==> src/design/cdg_pkg.sv <==
/*
 * Package for the CPU slowdown and module clock gate block: register
 * offsets, field positions, reset values and the carrier structs.
 * Assumes a 32-bit AHB-Lite register bus with word-aligned registers.
 */
`default_nettype none

package cdg_pkg;

    // Register byte offsets
    localparam logic [7:0] CDG_CLOCK_DIVIDER_REGISTER_OFS = 8'h00;
    localparam logic [7:0] CDG_GATE_A_OFS = 8'h04;
    localparam logic [7:0] CDG_GATE_B_OFS = 8'h08;
    localparam logic [7:0] CDG_GATE_C_OFS = 8'h0C;
    localparam logic [7:0] CDG_PWM_AUX_OFS = 8'h10;
    localparam logic [7:0] CDG_STATUS_OFS = 8'h14;

    // Clock divider register fields
    localparam int CDG_SLOW_EN_BIT = 11;
    localparam int CDG_RATIO_LSB = 12;
    localparam int CDG_ROI_BIT = 15;

    // Writable masks; unimplemented positions read zero
    localparam logic [15:0] CDG_CLOCK_DIVIDER_REGISTER_MASK = 16'hF800;
    localparam logic [15:0] CDG_GATE_A_MASK = 16'hFEFB;
    localparam logic [15:0] CDG_GATE_B_MASK = 16'h0F0F;
    localparam logic [15:0] CDG_GATE_C_MASK = 16'h0422;

    // Reset values: everything enabled, ratio 1:1
    localparam logic [15:0] CDG_CLOCK_DIVIDER_REGISTER_RST = 16'h0000;
    localparam logic [15:0] CDG_GATE_RST = 16'h0000;
    localparam logic [15:0] CDG_AUX_RST = 16'h0000;

    // Number of PWM generators with fine resolution controls
    localparam int CDG_NUM_PWM = 8;

    // Coarse step in picoseconds when fine resolution is removed
    localparam int CDG_COARSE_STEP_PS = 8320;

    // Gate takes effect one instruction cycle after the write
    localparam int CDG_GATE_DELAY = 1;

    typedef enum logic [1:0] {
        CDG_BUS_IDLE = 2'b00,
        CDG_BUS_WRITE = 2'b01,
        CDG_BUS_READ = 2'b10
    } cdg_bus_e;

    typedef struct packed {
        logic [15:0] gate_a;
        logic [15:0] gate_b;
        logic [15:0] gate_c;
    } cdg_gates_s;

    typedef struct packed {
        logic [CDG_NUM_PWM-1:0] fine_period_disable;
        logic [CDG_NUM_PWM-1:0] fine_duty_disable;
    } cdg_pwm_fine_s;

endpackage

`default_nettype wire

==> src/design/cdg_clock_gate.sv <==
/*
 * CPU slowdown divider, fine-resolution PWM disables and per-module
 * clock gates, with an AHB-Lite register slave.
 * Assumes one 100 MHz clock, peripherals consume the enables as clock
 * enables, and present_mask tells which peripherals exist.
 */
// Local design decisions: the AHB-Lite slave port and the register offsets.
// What this block does
// - Slowdown enable bit 11 slows CPU
// - Ratio bits 14:12, 1:1 to 1:128
// - System and peripheral clocks stay full rate
// - CPU enable aligned with peripheral clock
// - Return bit 15: interrupt restores full speed
// - Return bit clear: interrupts change nothing
// - Fine-duty disable stops duty, phase, dead-time
// - Fine-period disable stops period circuitry
// - Fine-period off: period step 8.32 ns
// - Fine-duty off: duty step 8.32 ns
// - Module disable stops all its clocks
// - Gated module ignores writes, reads undefined
// - Active only if clear and present
// - Gate change acts one cycle later
// - First gate register bit map
// - Second gate register: capture and compare
// - Third gate register: comparator, decoder, I2C
// - Unimplemented gate bits read zero
`default_nettype none

module cdg_clock_gate
    import cdg_pkg::*;
(
    // Clock and reset
    input wire logic hclk,
    input wire logic hresetn,
    // AHB-Lite slave
    input wire logic hsel,
    input wire logic [31:0] haddr,
    input wire logic [1:0] htrans,
    input wire logic hwrite,
    input wire logic [2:0] hsize,
    input wire logic [31:0] hwdata,
    input wire logic hready,
    output logic [31:0] hrdata,
    output logic hreadyout,
    output logic hresp,
    // CPU side
    input wire logic irq_pending,
    output logic cpu_clk_en,
    output logic periph_clk_en,
    // Peripheral presence and gates
    input wire cdg_gates_s present_mask,
    output cdg_gates_s module_active,
    output cdg_gates_s module_sfr_en,
    // PWM fine resolution controls
    output cdg_pwm_fine_s pwm_fine_off
);

    logic [15:0] clock_divider_register_reg;
    logic [15:0] gate_a_reg;
    logic [15:0] gate_b_reg;
    logic [15:0] gate_c_reg;
    logic [15:0] aux_reg;
    logic [6:0] slow_cnt_reg;
    logic [6:0] slow_cnt_next;
    logic [6:0] ratio_max;
    logic slow_active;
    cdg_gates_s active_next;
    cdg_bus_e bus_state_reg;
    logic [7:0] addr_reg;
    logic addr_phase;

    assign addr_phase = hsel & hready & htrans[1];

    // Latch address phase; data phase follows with zero wait states
    always_ff @(posedge hclk or negedge hresetn) begin
        if (!hresetn) begin
            bus_state_reg <= CDG_BUS_IDLE;
            addr_reg <= 8'h00;
        end else if (hready) begin
            if (addr_phase) begin
                bus_state_reg <= hwrite ? CDG_BUS_WRITE : CDG_BUS_READ;
                addr_reg <= haddr[7:0];
            end else begin
                bus_state_reg <= CDG_BUS_IDLE;
            end
        end
    end

    assign hreadyout = 1'b1;
    assign hresp = 1'b0;

    // Register writes; only implemented positions are stored
    always_ff @(posedge hclk or negedge hresetn) begin
        if (!hresetn) begin
            clock_divider_register_reg <= CDG_CLOCK_DIVIDER_REGISTER_RST;
            gate_a_reg <= CDG_GATE_RST;
            gate_b_reg <= CDG_GATE_RST;
            gate_c_reg <= CDG_GATE_RST;
            aux_reg <= CDG_AUX_RST;
        end else begin
            if (bus_state_reg == CDG_BUS_WRITE) begin
                unique case (addr_reg)
                    CDG_CLOCK_DIVIDER_REGISTER_OFS: begin
                        clock_divider_register_reg <= hwdata[15:0] & CDG_CLOCK_DIVIDER_REGISTER_MASK;
                    end
                    CDG_GATE_A_OFS: begin
                        gate_a_reg <= hwdata[15:0] & CDG_GATE_A_MASK;
                    end
                    CDG_GATE_B_OFS: begin
                        gate_b_reg <= hwdata[15:0] & CDG_GATE_B_MASK;
                    end
                    CDG_GATE_C_OFS: begin
                        gate_c_reg <= hwdata[15:0] & CDG_GATE_C_MASK;
                    end
                    CDG_PWM_AUX_OFS: begin
                        aux_reg <= hwdata[15:0];
                    end
                    default: begin
                    end
                endcase
            end else if (irq_pending && clock_divider_register_reg[CDG_ROI_BIT]
                         && clock_divider_register_reg[CDG_SLOW_EN_BIT]) begin
                // Interrupt drops slowdown only when the return bit is set
                clock_divider_register_reg[CDG_SLOW_EN_BIT] <= 1'b0;
            end
        end
    end

    // Read data from flops; unmapped addresses read zero
    always_ff @(posedge hclk or negedge hresetn) begin
        if (!hresetn) begin
            hrdata <= 32'h0000_0000;
        end else if (addr_phase && !hwrite) begin
            unique case (haddr[7:0])
                CDG_CLOCK_DIVIDER_REGISTER_OFS: hrdata <= {16'h0000, clock_divider_register_reg};
                CDG_GATE_A_OFS: hrdata <= {16'h0000, gate_a_reg};
                CDG_GATE_B_OFS: hrdata <= {16'h0000, gate_b_reg};
                CDG_GATE_C_OFS: hrdata <= {16'h0000, gate_c_reg};
                CDG_PWM_AUX_OFS: hrdata <= {16'h0000, aux_reg};
                CDG_STATUS_OFS: hrdata <= {25'h0, slow_cnt_reg};
                default: hrdata <= 32'h0000_0000;
            endcase
        end
    end

    // Ratio code n divides the CPU enable by 2^n
    assign ratio_max = 7'((8'h01 << clock_divider_register_reg[CDG_RATIO_LSB +: 3]) - 8'h01);
    assign slow_active = clock_divider_register_reg[CDG_SLOW_EN_BIT];

    always_comb begin
        if (!slow_active || slow_cnt_reg >= ratio_max) begin
            slow_cnt_next = 7'h00;
        end else begin
            slow_cnt_next = slow_cnt_reg + 7'h01;
        end
    end

    always_ff @(posedge hclk or negedge hresetn) begin
        if (!hresetn) begin
            slow_cnt_reg <= 7'h00;
        end else begin
            slow_cnt_reg <= slow_cnt_next;
        end
    end

    // CPU enable pulses on the same edges the peripherals use
    assign cpu_clk_en = !slow_active || (slow_cnt_reg == 7'h00);
    // Peripherals are never slowed
    assign periph_clk_en = 1'b1;

    // Gate change reaches the modules one cycle after the write lands
    assign active_next.gate_a = ~gate_a_reg & present_mask.gate_a & CDG_GATE_A_MASK;
    assign active_next.gate_b = ~gate_b_reg & present_mask.gate_b & CDG_GATE_B_MASK;
    assign active_next.gate_c = ~gate_c_reg & present_mask.gate_c & CDG_GATE_C_MASK;

    always_ff @(posedge hclk or negedge hresetn) begin
        if (!hresetn) begin
            module_active <= '0;
        end else begin
            module_active <= active_next;
        end
    end

    // Register access to a gated module is blocked with its clock
    assign module_sfr_en = module_active;

    // A gated PWM block loses its state; software must reprogram it
    generate
        for (genvar g = 0; g < CDG_NUM_PWM; g++) begin : g_pwm
            always_ff @(posedge hclk or negedge hresetn) begin
                if (!hresetn) begin
                    pwm_fine_off.fine_period_disable[g] <= 1'b0;
                    pwm_fine_off.fine_duty_disable[g] <= 1'b0;
                end else begin
                    // Coarse step then CDG_COARSE_STEP_PS
                    pwm_fine_off.fine_period_disable[g] <= aux_reg[g];
                    pwm_fine_off.fine_duty_disable[g] <= aux_reg[g+8];
                end
            end
        end
    endgenerate

endmodule

`default_nettype wire

==> config.mk <==
export PLATFORM = sky130hd
export DESIGN_NAME = cdg_clock_gate
export DESIGN_NICKNAME = d
export VERILOG_FILES = /design/src/design/cdg_pkg.sv /design/src/design/cdg_clock_gate.sv
export SDC_FILE = /design/constraint.sdc
export NUM_CORES = 1
export LEC_CHECK = 0
export ABC_AREA = 1
export ABC_CLOCK_PERIOD_IN_PS = 3100
export BUFFER_PORTS_ARGS = -buffer_cell sky130_fd_sc_hd__buf_4
export CAP_MARGIN = 40
export CORE_MARGIN = 8
export CORE_UTILIZATION = 51
export CTS_CLUSTER_SIZE = 16
export DETAILED_ROUTE_END_ITERATION = 7
export PLACE_DENSITY = 0.86
export REMOVE_ABC_BUFFERS = 1
export SLEW_MARGIN = 20
export SYNTH_ARGS = -nofsm -noshare
export SYNTH_HDL_FRONTEND = slang
export SYNTH_SLANG_ARGS = --single-unit
==> constraint.sdc <==
create_clock -name hclk -period 3.1 [get_ports hclk]
set_input_delay 0 -clock hclk [delete_from_list [all_inputs] [get_ports hclk]]
set_output_delay 0 -clock hclk [all_outputs]
set_load 0.05 [all_outputs]
=== After elaboration in Yosys (flattened, before gate mapping) ===
Index checks and enable logic that the tools add are counted.

* Magnitude comparators: 1
* Shifts and indexed selects: 1
* Reduce and logical (&&, ||, !) cells: 18
* Add/subtract/negate cells: 2
* Muxes and demuxes: 7
* Equality and inequality tests: 11
* Bitwise logic cells: 8

{| class="wikitable"
|+ Operator list
! operator !! count
|-
| $pmux 16 s6 || 1
|-
| $eq 8x4->1 const B || 4
|-
| $eq 8x5->1 const B || 3
|-
| $and 16x16->16 || 1
|-
| $eq 8x3->1 const B || 2
|-
| $logic_not 8->1 || 2
|-
| $not 16->16 || 1
|-
| $reduce_and 2->1 || 7
|-
| $and 12x12->12 || 1
|-
| $mux 12 || 1
|-
| $not 12->12 || 1
|-
| $and 11x11->11 || 1
|-
| $not 11->11 || 1
|-
| $add 7x1->7 const B || 1
|-
| $ge 7x7->1 || 1
|-
| $logic_not 7->1 || 1
|-
| $mux 7 || 1
|-
| $shl 1x3->7 const A || 1
|-
| $sub 7x1->7 const B || 1
|-
| $mux 2 || 2
|-
| $logic_and 1x1->1 || 3
|-
| $and 1x1->1 || 2
|-
| $eq 2x1->1 const B || 1
|-
| $logic_not 1->1 || 2
|-
| 4 further kinds || 6
|}

* Register bits: 136
* Output and inout port bits: 148
* Input bits: 123
* Word-level logic and storage cells: 77

=== Logic depth before layout (Yosys ltp) ===
* Depth after elaboration: 5
* Mapped depth: 12
* Gate-level depth less buffers: 12

=== Worst setup path before layout ===
OpenSTA, ideal clock, no wires.

* Path type: reg2out
* Start point: register slow_cnt_reg[0]
* End point: output port cpu_clk_en
* Cell stages (with the launch flop): 5
* Data required time: 3100 ps
* Setup slack: 847 ps
* Arrival: 2253 ps
* Buffers on the path: 0
* Cell sequence: dfrtp_1 -> inv_1 -> ha_1 -> nand2_1 -> o41ai_1

* Longest elaborated chain between the ends: 2

{| class="wikitable"
|+ Ends and longest elaborated chain
! element !! RTL line !! source
|-
| from (decl) || cdg_clock_gate.sv:63 || <nowiki>logic [6:0] slow_cnt_reg;</nowiki>
|-
| from (signal assigned) || cdg_clock_gate.sv:162 || <nowiki>slow_cnt_reg <= slow_cnt_next;</nowiki>
|-
| $logic_not 7->1 || cdg_clock_gate.sv:167 || <nowiki>assign cpu_clk_en = !slow_active || (slow_cnt_reg == 7'h00);</nowiki>
|-
| $logic_or 1x1->1 || cdg_clock_gate.sv:167 ||
|-
| to (decl) || cdg_clock_gate.sv:48 || <nowiki>output logic cpu_clk_en,</nowiki>
|}

No other way between the ends.

=== Worst setup path after layout ===
* Start point: register clock_divider_register_reg[14]
* End point: register slow_cnt_reg[4]

* Longest elaborated chain between the ends: 5

{| class="wikitable"
|+ Ends and longest elaborated chain
! element !! RTL line !! source
|-
| from (decl) || cdg_clock_gate.sv:58 || <nowiki>logic [15:0] clock_divider_register_reg;</nowiki>
|-
| from (signal assigned) || cdg_clock_gate.sv:104 || <nowiki>clock_divider_register_reg <= hwdata[15:0] & CDG_CLOCK_DIVIDER_REGISTER_MASK;</nowiki>
|-
| $shl 1x3->7 || cdg_clock_gate.sv:147 || <nowiki>assign ratio_max = 7'((8'h01 << clock_divider_register_reg[CDG_RATIO_LSB +: 3]) - 8'h01);</nowiki>
|-
| $sub 7x1->7 || cdg_clock_gate.sv:147 ||
|-
| $ge 7x7->1 || cdg_clock_gate.sv:151 || <nowiki>if (!slow_active || slow_cnt_reg >= ratio_max) begin</nowiki>
|-
| $logic_or 1x1->1 || cdg_clock_gate.sv:151 ||
|-
| $mux 7 || cdg_clock_gate.sv:151 ||
|-
| via slow_cnt_next[4] || cdg_clock_gate.sv:64 || <nowiki>logic [6:0] slow_cnt_next;</nowiki>
|}

The timed path passes the listed nets, and every way through them passes these cells.
A chain may end at the register's enable or synchronous reset.

==> metrics.md <==
| Metric | Value |
|---|---|
| Status | finished, final reports clean |
| Sink Count | 120 |
| Slowest stage delay, CP | slightly above 400 ps |
| Worst-path maximum fanout | 7 |
| Post-synthesis register bit count | between 100 and 150 |
| CP Launch Type | register |
| Top reg by flops | module_active |
| Slowest CP cell | dfrtp_1 |
| Post-CTS Hold Buffers | 54 |
| RSZ-0062 raised after global routing | false |
| WS Path Type | reg2reg |
| Initial antenna violation count | 0 |
| Row cnt | 39 |
| CTS Buf Count | 17 |
| Area grow syn2layout | 32.9% |
| Yosys cell types | 39 |
| HP Class | in2reg |
| CTS tree | done |
| Max reg flops | 25 |
| Number of global-route vias before repair | 4755 |
| Antenna Cells | 0 |
| Clock Tree Buf Depth | 2 |
| Ports | approximately 270 |
| Clk slew on worst S/H paths | 50 ps |
| Leak | just over 4 nW |
| Pwr per Cell Area | around 740 nW/um2 |
| Post-Synthesis Cells | about 640 |
| Initial DRC Count | around 370 |
| First-pass GRT wire length | about 23000 um |
| Delay-heaviest family, CP | compound AO/OA/AOI/OAI gates |
| Post-Route WL | 15000 um |
| Initial Util | 0.516 |
| Drt pass-1 iters | 5 |
| Slew HR | 0.437 |
| Share of cells above drive strength 1 | 0.252 |
| Fill cell count | approximately 840 |
| HPWL after detailed placement | 9830 um |
| Clock root cell | clkbuf_16 |
| Post-CTS Repair Setup Buffers | 0 |
| Core Region | around 11000 um2 |
| GR Overflow Total | 0 |
| Cell-by-cell trace of the critical path | inv_1 > nand3_1 > ha_1 > inv_1 > a22oi_1 > o211ai_1 > ha_1 > a211oi_1 > o21a_1 > nand2_1 > nor2_1 |
| Die area | between 15000 and 20000 um2 |
| # DRC | 0 |
| Max Cap Viol | 0 |
| Worst-Margin Slew | 842 ps |
| Final count of pins violating max slew | 0 |
| H-tree levels | 4 |
| Minimum clock period | roughly 2300 ps |
| GRT Total Usage | 0.199 |
| Final worst path period share | 0.732 |
| Synthesized area | slightly below 6000 um2 |
| Port buffer count | 138 |
| Data required time of the critical path | roughly 3400 ps |
| Final setup viols | 0 |
| Synth Warn # | 0 |
| Nets | 944 |
| Setup crit end kind | register |
| Yosys top cell by area | dfrtp_1 |
| Routed Antenna Nets | 0 |
| Peak supply drop | between 0.0003 and 0.0004 V |
| Worst path bufs/invs | 2 |
| Die height | around 120 um |
| Final hold viol count | 0 |
| Setup TNS | 0 ps |
| Wire per inst | 15.5 um |
| Placer Congestion | ~0.83 |
| WP data arrival | approximately 2600 ps |
| Peak Freq | around 440 MHz |
| Fin Clk Skew | between 5 and 6 ps |
| Die W | 123 um |
| Top cells by area, synth | dfrtp_1 52%, buf_4 12%, nand2_1 7.9% |
| Clock Latency Late Sink | ~400 ps |
| DR vias | between 4000 and 5000 |
| Post-Syn Area per Cell | between 9 and 10 um2 |
| Post-synth top area share | 0.516 |
| Via density | 4.78 |
| CTS resizes | 0 |
| Sequential share of the synthesized area | 0.516 |
| Power Total | 5.72 mW |
| Pin count of the biggest net entering global routing | between 100 and 150 |
cells by family after synthesis:
group                      count (synthesis)  share of synthesized area
buffers and inverters                    176                      0.176
other                                      2                    0.00129
xor gates and xnor gates                   6                    0.00903
DFF                                      120                      0.516
and+or+nand+nor                          250                      0.197
AOI/OAI and AO/OA                         74                     0.0800
adders and majority gates                 10                     0.0215
through the flow:
stage	cells	hold WS [ps]	cell area (um2)	worst slack (ps)	util
finish	967	108	7730	832	0.686
global route	967	143	7730	662	0.686
CTS	966	95.9	7720	833	0.685
detailed placement	880	149	6560	880	0.582
global placement	880	145	6560	954	0.582
floorplan	595	-296	5300	847	-
cell usage in the layout, fill, tap and decap left out, drive strengths merged, types with 5 or more instances in the layout:
master	n
buf	143
clkbuf	23
clkinv	5
conb	65
dfrtp	120
dlygate4sd3	54
ha	10
inv	70
nand2	127
nand3	58
nand4	6
nor2	54
o21ai	61
routing by layer:
layer  track usage  wire, um  vias to the layer above  part of all wire
met2         0.334      7470                      194              0.50
li1              -         -                     2212                 -
met5             0         0                        -                 0
met1         0.226      5870                     2179              0.39
met3        0.0685      1250                       34             0.083
met4        0.0838       387                        0             0.026
worst paths after layout:
| kind | startpoint | end | slack [ps] | depth (start not counted) |
|---|---|---|---|---|
| max | clock_divider_register_reg[14] | slow_cnt_reg[4] | 830 | 11 |
| min | htrans[1] | addr_reg[1] | 110 | 3 |
| max reg2reg | clock_divider_register_reg[14] | slow_cnt_reg[4] | 830 | 11 |
| min reg2reg | aux_reg[6] | pwm_fine_off[14] | 400 | 0 |
| max in group asynchronous | hresetn | slow_cnt_reg[5] | 2390 | 3 |
| min in group asynchronous | hresetn | module_active[42] | 230 | 3 |
cell usage after synthesis:
library cell and number:
nand2_1 123, dfrtp_1 120, buf_4 90, inv_1 69, nand3_1 57, nor2_1 46, o21ai_0 23, o21ai_1 20
o21ai_2 18, buf_2 13, ha_1 10, nor2_4 6, nand4_1 4, o211ai_1 4, xor2_1 4, a21oi_1 2
conb_1 2, nand2_2 2, nand2_4 2, nor2_2 2, nor3_1 2, xnor2_1 2, a211oi_1 1, a21boi_0 1
a22oi_1 1, and3_1 1, buf_1 1, buf_6 1, clkbuf_1 1, inv_2 1, nand3_2 1, nand4_2 1
nand4_4 1, nor3_4 1, nor3b_1 1, o21a_1 1, o21bai_1 1, o22ai_1 1, o41ai_1 1
where the power goes:
part / internal [mW] / switching [mW] / total, mW / leakage [nW]
combinational: 0.471 / 1.11 / 1.58 / 2.41
clock: 1.40 / 0.680 / 2.08 / 0.311
sequential: 1.85 / 0.205 / 2.06 / 1.39
total: 3.73 / 2.00 / 5.72 / 4.11
tightest hold or removal path, cell delays in order:
cell     delay, ps
buf_4          110
nand3_2        240
o21ai_0        110
layout make-up:
cell class / instances / area [um2] / area share
multi-input combinational: 405 / 2030 / 0.263
inverter: 70 / 263 / 0.0340
clock inverter: 9 / 145 / 0.0188
tap: 143 / 179 / 0.0231
sequential: 120 / 3000 / 0.388
timing repair buffer: 197 / 1630 / 0.211
clock buffer: 23 / 478 / 0.0618
(Power assumes the default switching activity.)
